[src/hw/ptptr_regs.vh]
`ifndef PTPTR_REGS_VH
`define PTPTR_REGS_VH
// Register byte offsets (16-bit registers, even addresses)
`define PTPTR_OFS_P1_RX_LAT 12'h640
`define PTPTR_OFS_P1_TX_LAT 12'h642
`define PTPTR_OFS_P1_ASYM 12'h644
`define PTPTR_OFS_P1_LINK_DLY 12'h646
`define PTPTR_OFS_P1_DREQ_LO 12'h648
`define PTPTR_OFS_P1_DREQ_HI 12'h64A
`define PTPTR_OFS_P1_SYNC_LO 12'h64C
`define PTPTR_OFS_P1_SYNC_HI 12'h64E
`define PTPTR_OFS_P1_PRSP_LO 12'h650
`define PTPTR_OFS_P1_PRSP_HI 12'h652
`define PTPTR_OFS_P2_RX_LAT 12'h660
// Reset values
`define PTPTR_RST_RX_LAT 16'h019F
`define PTPTR_RST_TX_LAT 16'h002D
`define PTPTR_RST_ZERO 16'h0000
// Field positions
`define PTPTR_ASYM_SIGN 15
`define PTPTR_HI_SEC_MSB 15
`define PTPTR_HI_SEC_LSB 14
`define PTPTR_HI_NS_MSB 13
// Stamp slot indices
`define PTPTR_SLOT_DREQ 2'h0
`define PTPTR_SLOT_SYNC 2'h1
`define PTPTR_SLOT_PRSP 2'h2
`endif

[src/hw/ptptr_regs.v]
`timescale 1ns/100ps
`default_nettype none
`include "ptptr_regs.vh"
// Notes on behaviour
// - Port 1 tx latency, reset 45 ns
// - Asymmetry is sign plus 15-bit magnitude
// - Ingress Sync/Pdelay_Resp add asymmetry to correction
// - Egress Delay_Req/Pdelay_Req subtract asymmetry
// - Port 1 link delay, reset zero, writable
// - Delay request stamp low: ns 15..0
// - Delay request stamp high: sec 1..0, ns 29..16
// - Sync stamp low: ns 15..0
// - Sync stamp high: sec 1..0, ns 29..16
// - Peer response stamp low: ns 15..0
// - Peer response stamp high: sec 1..0, ns 29..16
// - Port 2 rx latency, reset 415 ns
// - Port 1 rx latency, reset 415 ns
module ptptr_regs (
  input wire i_clk_sys,
  input wire i_rst_b,
  input wire i_wr,
  input wire i_rd,
  input wire [11:0] i_addr,
  input wire [15:0] i_wdata,
  output reg [15:0] o_rdata,
  output reg o_rvalid,
  input wire i_egr_dreq,
  input wire i_egr_sync,
  input wire i_egr_prsp,
  input wire [1:0] i_egr_sec,
  input wire [29:0] i_egr_ns,
  input wire i_corr_valid,
  input wire i_corr_ingress,
  input wire [63:0] i_corr_in,
  output reg [63:0] o_corr_out,
  output reg o_corr_valid,
  output wire [15:0] o_port1_tx_latency,
  output wire [15:0] o_port1_rx_latency,
  output wire [15:0] o_port1_link_delay,
  output wire [15:0] o_port2_rx_latency
);
  reg [15:0] port1_rx_latency_q;
  reg [15:0] port1_tx_latency_q;
  reg [15:0] port1_asymmetry_correction_q;
  reg [15:0] port1_link_delay_q;
  reg [15:0] port2_rx_latency_q;
  reg [15:0] cfg_rdata_q;
  reg cfg_hit_q;
  reg [2:0] wr_slot_d;
  reg wr_hi_d;
  reg [1:0] rd_slot_d;
  reg rd_hi_d;
  reg [63:0] asym_ext;
  wire [15:0] mem_rdata;
  wire [2:0] cap;

  //////////////////////////////////////////////////////////////////////
  // Configuration registers, host writes whole 16-bit words
  always @(posedge i_clk_sys) begin
    if (!i_rst_b) begin
      port1_rx_latency_q <= `PTPTR_RST_RX_LAT;
      port1_tx_latency_q <= `PTPTR_RST_TX_LAT;
      port1_asymmetry_correction_q <= `PTPTR_RST_ZERO;
      port1_link_delay_q <= `PTPTR_RST_ZERO;
      port2_rx_latency_q <= `PTPTR_RST_RX_LAT;
    end else if (i_wr) begin
      case (i_addr)
        `PTPTR_OFS_P1_RX_LAT: port1_rx_latency_q <= i_wdata;
        `PTPTR_OFS_P1_TX_LAT: port1_tx_latency_q <= i_wdata;
        `PTPTR_OFS_P1_ASYM: port1_asymmetry_correction_q <= i_wdata;
        `PTPTR_OFS_P1_LINK_DLY: port1_link_delay_q <= i_wdata;
        `PTPTR_OFS_P2_RX_LAT: port2_rx_latency_q <= i_wdata;
        default: ;
      endcase
    end
  end

  assign o_port1_tx_latency = port1_tx_latency_q;
  assign o_port1_rx_latency = port1_rx_latency_q;
  assign o_port1_link_delay = port1_link_delay_q;
  assign o_port2_rx_latency = port2_rx_latency_q;

  //////////////////////////////////////////////////////////////////////
  // Stamp slot decode for host access
  always @* begin
    wr_slot_d = 3'h0;
    wr_hi_d = 1'b0;
    rd_slot_d = 2'h3;
    rd_hi_d = 1'b0;
    case (i_addr)
      `PTPTR_OFS_P1_DREQ_LO: begin
        wr_slot_d = 3'h1;
        rd_slot_d = `PTPTR_SLOT_DREQ;
      end
      `PTPTR_OFS_P1_DREQ_HI: begin
        wr_slot_d = 3'h1;
        wr_hi_d = 1'b1;
        rd_slot_d = `PTPTR_SLOT_DREQ;
        rd_hi_d = 1'b1;
      end
      `PTPTR_OFS_P1_SYNC_LO: begin
        wr_slot_d = 3'h2;
        rd_slot_d = `PTPTR_SLOT_SYNC;
      end
      `PTPTR_OFS_P1_SYNC_HI: begin
        wr_slot_d = 3'h2;
        wr_hi_d = 1'b1;
        rd_slot_d = `PTPTR_SLOT_SYNC;
        rd_hi_d = 1'b1;
      end
      `PTPTR_OFS_P1_PRSP_LO: begin
        wr_slot_d = 3'h4;
        rd_slot_d = `PTPTR_SLOT_PRSP;
      end
      `PTPTR_OFS_P1_PRSP_HI: begin
        wr_slot_d = 3'h4;
        wr_hi_d = 1'b1;
        rd_slot_d = `PTPTR_SLOT_PRSP;
        rd_hi_d = 1'b1;
      end
      default: ;
    endcase
  end

  // Egress events pick their stamp slot
  assign cap = {i_egr_prsp, i_egr_sync, i_egr_dreq};

  ptptr_stamp_mem u_stamp (
    .i_clk_sys(i_clk_sys),
    .i_rst_b(i_rst_b),
    .i_cap(cap),
    .i_cap_sec(i_egr_sec),
    .i_cap_ns(i_egr_ns),
    .i_wr(i_wr),
    .i_wr_slot(wr_slot_d),
    .i_wr_hi(wr_hi_d),
    .i_wr_data(i_wdata),
    .i_rd_slot(rd_slot_d),
    .i_rd_hi(rd_hi_d),
    .o_rd_data(mem_rdata)
  );

  //////////////////////////////////////////////////////////////////////
  // Config read path registered to line up with the stamp memory
  always @(posedge i_clk_sys) begin
    if (!i_rst_b) begin
      cfg_rdata_q <= `PTPTR_RST_ZERO;
      cfg_hit_q <= 1'b0;
      o_rvalid <= 1'b0;
    end else begin
      o_rvalid <= i_rd;
      cfg_hit_q <= 1'b1;
      case (i_addr)
        `PTPTR_OFS_P1_RX_LAT: cfg_rdata_q <= port1_rx_latency_q;
        `PTPTR_OFS_P1_TX_LAT: cfg_rdata_q <= port1_tx_latency_q;
        `PTPTR_OFS_P1_ASYM: cfg_rdata_q <= port1_asymmetry_correction_q;
        `PTPTR_OFS_P1_LINK_DLY: cfg_rdata_q <= port1_link_delay_q;
        `PTPTR_OFS_P2_RX_LAT: cfg_rdata_q <= port2_rx_latency_q;
        default: begin
          cfg_rdata_q <= 16'h0000;
          cfg_hit_q <= 1'b0;
        end
      endcase
    end
  end

  // Unmapped and reserved addresses read as zero
  always @* begin
    o_rdata = cfg_hit_q ? cfg_rdata_q : mem_rdata;
  end

  //////////////////////////////////////////////////////////////////////
  // Sign-magnitude to two's complement, 64-bit correction field
  always @* begin
    if (port1_asymmetry_correction_q[`PTPTR_ASYM_SIGN]) begin
      asym_ext = 64'h0 - {49'h0, port1_asymmetry_correction_q[14:0]};
    end else begin
      asym_ext = {49'h0, port1_asymmetry_correction_q[14:0]};
    end
  end

  // Correction update; one cycle latency, caller tags message class
  always @(posedge i_clk_sys) begin
    if (!i_rst_b) begin
      o_corr_out <= 64'h0;
      o_corr_valid <= 1'b0;
    end else begin
      o_corr_valid <= i_corr_valid;
      if (i_corr_valid) begin
        if (i_corr_ingress) begin
          o_corr_out <= i_corr_in + asym_ext;
        end else begin
          o_corr_out <= i_corr_in - asym_ext;
        end
      end
    end
  end
endmodule // ptptr_regs
`default_nettype wire

[src/hw/ptptr_stamp_mem.v]
`timescale 1ns/100ps
`default_nettype none
// Three egress stamp slots, each a low/high word pair
module ptptr_stamp_mem (
  input wire i_clk_sys,
  input wire i_rst_b,
  input wire [2:0] i_cap,
  input wire [1:0] i_cap_sec,
  input wire [29:0] i_cap_ns,
  input wire i_wr,
  input wire [2:0] i_wr_slot,
  input wire i_wr_hi,
  input wire [15:0] i_wr_data,
  input wire [1:0] i_rd_slot,
  input wire i_rd_hi,
  output reg [15:0] o_rd_data
);
  reg [15:0] lo_q [0:2];
  reg [15:0] hi_q [0:2];
  genvar g;
  //////////////////////////////////////////////////////////////////////
  // Capture beats a same-cycle host write so no stamp is lost
  generate
    for (g = 0; g < 3; g = g + 1) begin : g_slot
      always @(posedge i_clk_sys) begin
        if (!i_rst_b) begin
          lo_q[g] <= `PTPTR_RST_ZERO;
          hi_q[g] <= `PTPTR_RST_ZERO;
        end else if (i_cap[g]) begin
          lo_q[g] <= i_cap_ns[15:0];
          hi_q[g] <= {i_cap_sec, i_cap_ns[29:16]};
        end else if (i_wr && i_wr_slot[g]) begin
          if (i_wr_hi) begin
            hi_q[g] <= i_wr_data;
          end else begin
            lo_q[g] <= i_wr_data;
          end
        end
      end
    end
  endgenerate
  //////////////////////////////////////////////////////////////////////
  // Registered read port
  always @(posedge i_clk_sys) begin
    if (!i_rst_b) begin
      o_rd_data <= `PTPTR_RST_ZERO;
    end else if (i_rd_slot == 2'h3) begin
      o_rd_data <= 16'h0000;
    end else if (i_rd_hi) begin
      o_rd_data <= hi_q[i_rd_slot];
    end else begin
      o_rd_data <= lo_q[i_rd_slot];
    end
  end
endmodule // ptptr_stamp_mem
`default_nettype wire

[config.mk]
export PLATFORM = sky130hd
export DESIGN_NAME = ptptr_regs
export DESIGN_NICKNAME = d
export VERILOG_FILES = /design/src/hw/ptptr_regs.v /design/src/hw/ptptr_stamp_mem.v
export VERILOG_INCLUDE_DIRS = /design/src /design/src/hw
export SDC_FILE = /design/constraint.sdc
export NUM_CORES = 1
export LEC_CHECK = 0
export ABC_AREA = 1
export BUFFER_PORTS_ARGS = -buffer_cell sky130_fd_sc_hd__buf_2
export CAP_MARGIN = 5
export CELL_PAD_IN_SITES_DETAIL_PLACEMENT = 1
export CELL_PAD_IN_SITES_GLOBAL_PLACEMENT = 1
export CORE_MARGIN = 10
export CORE_UTILIZATION = 41
export DETAILED_ROUTE_END_ITERATION = 12
export PLACE_DENSITY_LB_ADDON = 0.1
export SETUP_SLACK_MARGIN = 0.3
export SYNTH_ARGS = -nofsm -noshare
export SYNTH_HDL_FRONTEND = slang
export SYNTH_SLANG_ARGS = --single-unit
export TNS_END_PERCENT = 100
[constraint.sdc]
create_clock -name i_clk_sys -period 5.29 [get_ports i_clk_sys]
set_clock_uncertainty 0.05 [all_clocks]
set_input_delay 0.2645 -clock i_clk_sys [delete_from_list [all_inputs] [get_ports i_clk_sys]]
set_output_delay 0.2645 -clock i_clk_sys [all_outputs]
set_load 0.02 [all_outputs]
# Word level (Yosys, flattened, before mapping)
# Memories as Yosys holds them, arrays and structs flattened.
# Index checks and enable logic that the tools add are counted.
[classes]
mul = 0
shifts = 0
reduce_logical = 14
n_div = 0
magnitude_cmp = 0
n_bitwise = 13
n_addsub = 3
mux = 57
eq_ne = 12
[ops]
columns = ["operator", "n"]
rows = [
  ["$mux 16", 14],
  ["$eq 12x11->1 const B", 11],
  ["$mux 64", 2],
  ["$pmux 16 s5", 1],
  ["$add 64x64->64", 1],
  ["$sub 64x64->64", 1],
  ["$mux 1", 38],
  ["$sub 1x15->16 const A", 1],
  ["$or 1x1->1", 12],
  ["$reduce_and 2->1", 5],
  ["$pmux 3 s3", 1],
  ["$reduce_or 2->1", 4],
  ["$pmux 2 s3", 1],
  ["$reduce_or 5->1", 1],
  ["$logic_and 1x1->1", 3],
  ["$reduce_or 3->1", 1],
  ["$eq 2x2->1 const B", 1],
  ["$not 1->1", 1],
]
[word_totals]
mem_count = 2
wordCells = 112
ff_bits = 179
ramBits = 96
latch_bits = 0
input_bits = 133
mem_bits_ro = 0
[memory_table]
columns = ["memory", "depth", "width", "read_ports", "rd_clocked_by_memory_dff", "wr", "line_no", "source"]
rows = [
  ["u_stamp.hi_q", 3, 16, 1, 0, 3, "ptptr_stamp_mem.v:19", "reg [15:0] hi_q [0:2];"],
  ["u_stamp.lo_q", 3, 16, 1, 0, 3, "ptptr_stamp_mem.v:18", "reg [15:0] lo_q [0:2];"],
]

# Longest topological paths before layout
[logic_depth]
ltp_word = 9
ltp_mapped = 33
ltp_nobuf = 32

# Modules after synthesis
# From an unflattened synthesis, not the netlist that was laid out.
[unflattened]
hier_cells = 2949
area_unflattened_um2 = 19155.9
[modules_own_cells]
columns = ["module", "n_inst", "area_per_inst_um2", "cells_per_inst", "seq_area_each_um2"]
rows = [
  ["ptptr_regs", 1, 13802.0, 2385, 3263.1],
  ["ptptr_stamp_mem", 1, 5353.9, 564, 3203.1],
]

# Least setup slack after synthesis
# Ideal clock, no wire load.
[synth_timing]
path_type = "reg-to-reg"
startpoint = "reg port1_asymmetry_correction_q[1]"
endpoint = "reg o_corr_out[61]"
path_stages_with_launch = 29
arrival_time_ns = 3.516
t_required_ns = 5.131
setup_slack_ns = 1.615
n_path_buf = 1
cell_sequence = "dfxtp_1 -> inv_1 -> ha_1 -> inv_1 -> nand3_1 -> a21boi_1 -> nand3_1 -> nor2_1 -> nand3_1 -> nor2_2 -> nand3_2 -> nor2_4 -> buf_6 -> inv_2 -> ha_1 -> o21ai_0 -> ha_1 -> nand2_1 -> inv_1 -> nand2_1 -> nand2_1 -> a21oi_1 -> nand2_1 -> a21oi_1 -> nand2_1 -> nand2_1 -> nand3_1 -> nand2_1 -> inv_1"
[synth_between]
elab_chain_cells = 4
[synth_lines]
columns = ["item", "line_no", "source"]
rows = [
  ["start: declaration", "ptptr_regs.v:44", "reg [15:0] port1_asymmetry_correction_q;"],
  ["start signal: assignment", "ptptr_regs.v:63", "port1_asymmetry_correction_q <= `PTPTR_RST_ZERO;"],
  ["start signal: assignment", "ptptr_regs.v:70", "`PTPTR_OFS_P1_ASYM: port1_asymmetry_correction_q <= i_wdata;"],
  ["$sub 1x15->16", "ptptr_regs.v:176", "asym_ext = 64'h0 - {49'h0, port1_asymmetry_correction_q[14:0]};"],
  ["$mux 64 *", "ptptr_regs.v:175", "if (port1_asymmetry_correction_q[`PTPTR_ASYM_SIGN]) begin"],
  ["$sub 64x64->64 or $add 64x64->64 (tied branches)", "ptptr_regs.v:193, ptptr_regs.v:191", ""],
  ["$mux 64 *", "ptptr_regs.v:190", "if (i_corr_ingress) begin"],
  ["end signal: assignment", "ptptr_regs.v:191", "o_corr_out <= i_corr_in + asym_ext;"],
  ["end signal: assignment", "ptptr_regs.v:193", "o_corr_out <= i_corr_in - asym_ext;"],
  ["end: declaration", "ptptr_regs.v:35", "output reg [63:0] o_corr_out,"],
]
# Every way passes the cells marked *; elsewhere a longest branch is shown, timed or not.
# A chain may end at the register's enable or synchronous reset.

# Final worst setup path
[layout_timing]
startpoint = "reg port1_asymmetry_correction_q[0]"
endpoint = "reg o_corr_out[25]"
# The elaborated chain is that of the path after synthesis.

==> impl_metrics.tcl <==
set metrics [dict create \
    status "finished, final reports clean" \
    slew-limit-headroom_pct 6.74 \
    clk_latency_ps 580 \
    core-area_um2 46500 \
    num-nets-final 3454 \
    power.leakage_uw 0.0121 \
    maxCapViolations 0 \
    dr.pass1.iters 5 \
    r2r_slack_ps 560 \
    overflow 0 \
    syn_area_per_cell_um2 6.43 \
    ios 279 \
    period_share_pct 89.4 \
    setup_ws_ps 559 \
    drt_iter0_markers 1211 \
    portBuffers 278 \
    slowest_delay_ps 410 \
    ff_latch_area_um2 6470 \
    holdPathEnd "o_port2_rx_latency[7]" \
    timing.rr.end "o_corr_out[25]" \
    track_usage_pct 29.7 \
    dpl.hpwl_um 69100 \
    initial_utilization_pct 41.3 \
    required_ps 5740 \
    fp.dieH_um 236 \
    routed_wl_um 86700 \
    grt_pass1_wl_um 129000 \
    vias 20674 \
    hold_viol_final 0 \
    vias_per_cell 5.35 \
    synthArstFlopShare_pct 0 \
    hold_depth 3 \
    cts-root-buf "clkbuf_16" \
    place_ws_ps 82.2 \
    synth-edff-count 96 \
    cts.htree.levels 2 \
    cp_data_arrival_time_ps 5180 \
    crit_path_start_kind "flop" \
    rsz0062_at_grt "yes" \
    ys.warnings.count 0 \
    hp-start "i_wdata[7]" \
    slew_violations 0 \
    cpMostUsedCell "nand2_1" \
    numCtsBuffers 35 \
    worst-path-max-fanout 9 \
    layout_commonest_cell "nand2_1" \
    drc 0 \
    rows 79 \
    path_class "flop to flop" \
    ant_nets 0 \
    grt_max_degree 89 \
    path_clk_slew_ps 60 \
    grt_antenna_before_repair 0 \
    wire_per_inst_um 22.4 \
    syn_nets 3209 \
    ys_seq_area_share_pct 33.7 \
    peakVddDrop_mv 0.275 \
    cts_buffer_depth 3 \
    r2r_cells 24 \
    area_delta_synth_final_pct 16.6 \
    synth_seq_cells 275 \
    r2r_start "port1_asymmetry_correction_q[0]" \
    gp_congestion 0.964 \
    ys.flop_type "dfxtp_1" \
    crit_chain "inv_2 -> ha_1 -> nand2_1 -> o21ai_1 -> nor2_1 -> nand2_1 -> nor2_1 -> nand2_1 -> nor3_4 -> nand3_2 -> nand3b_1 -> ha_1 -> o21ai_0 -> buf_4 -> ha_1 -> nand2_1 -> nor2_1 -> nand2_1 -> nor2_1 -> nand2_1 -> nand2_2 -> xor2_1 -> o21ai_0 -> inv_1" \
    netlist_instances 2987 \
    cts_tree "done" \
    period_needed_ps 4730 \
    worst_pin_slew_ps 1400 \
    min_path_type "primary input to flop" \
    drive_gt1_share_pct 14.1 \
    critPathCaptureType "flop" \
    die_w_um 236 \
    final_cell_mix "nand2_1, inv_1, nor2_1" \
    synth_area_um2 19200 \
    crit_slowest_cell "dfxtp_1" \
    grt_pass1_vias 21537 \
    powerDensity_nw_per_um2 247 \
    num-fill-cells 6263 \
    fmax_mhz 211 \
    tns_ps 0 \
    finalSetupViolCount 0 \
    multi_input_area_um2 10100 \
    clock-sinks 275 \
    dieArea_um2 55900 \
    synth.distinct_cells 42 \
    antenna-diode-count 0 \
]
[how the worst max path moves through the flow]
stage | end | cells after the start | start | slack, ps
floorplan | o_corr_out[61] | 28 | port1_asymmetry_correction_q[1] | 1610
global placement | o_corr_out[62] | 27 | port1_asymmetry_correction_q[0] | 190
detailed placement | o_corr_out[62] | 27 | port1_asymmetry_correction_q[0] | 80
CTS | o_corr_out[62] | 25 | port1_asymmetry_correction_q[0] | 400
global route | o_corr_out[63] | 28 | port1_asymmetry_correction_q[0] | 260
finish | o_corr_out[25] | 24 | port1_asymmetry_correction_q[0] | 560
[where the power goes]
group | internal [uW] | switching (uW)
sequential | 2290 | 45.0
combinational | 216 | 498
clock | 1430 | 1050
total | 3940 | 1590
[registers in the layout, summed over array words and instances, names as in the netlist]
| register | cells |
|---|---|
| u_stamp.hi_q | 48 |
| o_corr_valid | 1 |
| u_stamp.o_rd_data | 16 |
| o_port1_rx_latency | 16 |
| cfg_hit_q | 1 |
| u_stamp.lo_q | 48 |
| o_port1_tx_latency | 16 |
| o_rvalid | 1 |
| o_port2_rx_latency | 16 |
| cfg_rdata_q | 16 |
| o_corr_out | 64 |
| port1_asymmetry_correction_q | 16 |
| o_port1_link_delay | 16 |
[metal layers]
metal	vias up	wire length (um)	GRT usage, %
met5	-	0	0
met4	0	5290	17.2
met3	227	3420	3.35
met2	627	43900	53.7
met1	9937	34100	33.2
li1	9883	-	-
[final cells by class]
type,count,area share [%]
clock buffer,42,4.21
inverter,617,10.4
timing repair buffer,306,7.19
tap,607,3.39
sequential,275,28.9
multi-input combinational,1997,45.0
clock inverter,18,0.923
[kinds of logic after synthesis]
group / count (synthesis) / synth area share (%)
adder cells (fa/ha/maj): 89 / 5.84
AND/OR/NAND/NOR: 1413 / 30.6
multiplexers: 16 / 0.939
flip-flops: 275 / 33.7
buffers and inverters: 715 / 14.4
XOR/XNOR: 39 / 1.78
AO/OA/AOI/OAI: 440 / 12.8
[through the flow]
stage	hold slack, ps	util [%]	instances	area, um2	total power [uW]
floorplan	312	-	2987	19200	2770
global placement	398	45.4	3798	21100	3060
detailed placement	415	45.4	3798	21100	3080
CTS	1.21	48.0	3862	22300	5550
global route	21.7	48.2	3862	22400	5710
finish	5.98	48.2	3862	22400	5530
[synth_stat cells, types with 14 or more instances]
library cell  instances  share of area [%]
inv_1               593                 12
ha_1                 88                5.7
nand3b_1             41                1.6
nor3_1               17               0.44
nand2_1             851                 17
o22ai_1             107                3.5
o211ai_1             24               0.94
buf_2                16               0.42
clkbuf_1             69                1.3
nand4_1              14               0.46
xnor2_1              14               0.64
xor2_1               25                1.1
a21oi_1             136                3.5
o21ai_0             145                3.8
inv_2                22               0.43
edfxtp_1             96                 15
mux2_2               16               0.94
dfxtp_1             179                 19
nor2_1              291                5.7
nand3_1             168                4.4
[worst max-delay path: cells and delay by family (launching register included)]
| family | cells | cell delay, ps |
|---|---|---|
| AOI/OAI and AO/OA | 3 | 310 |
| xor gates and xnor gates | 1 | 320 |
| adders and majority gates | 3 | 980 |
| buffers and inverters | 3 | 420 |
| DFF | 1 | 410 |
| and+or+nand+nor | 14 | 2170 |
[what timing repair did]
action                     CTS  global route
pin swaps                    1             3
hold buffers                 1             0
setup buffers                3             0
gates resized for setup      2            31
setup endpoints to repair    4            38
hold endpoints to repair     1             0
(Power assumes the default switching activity.)
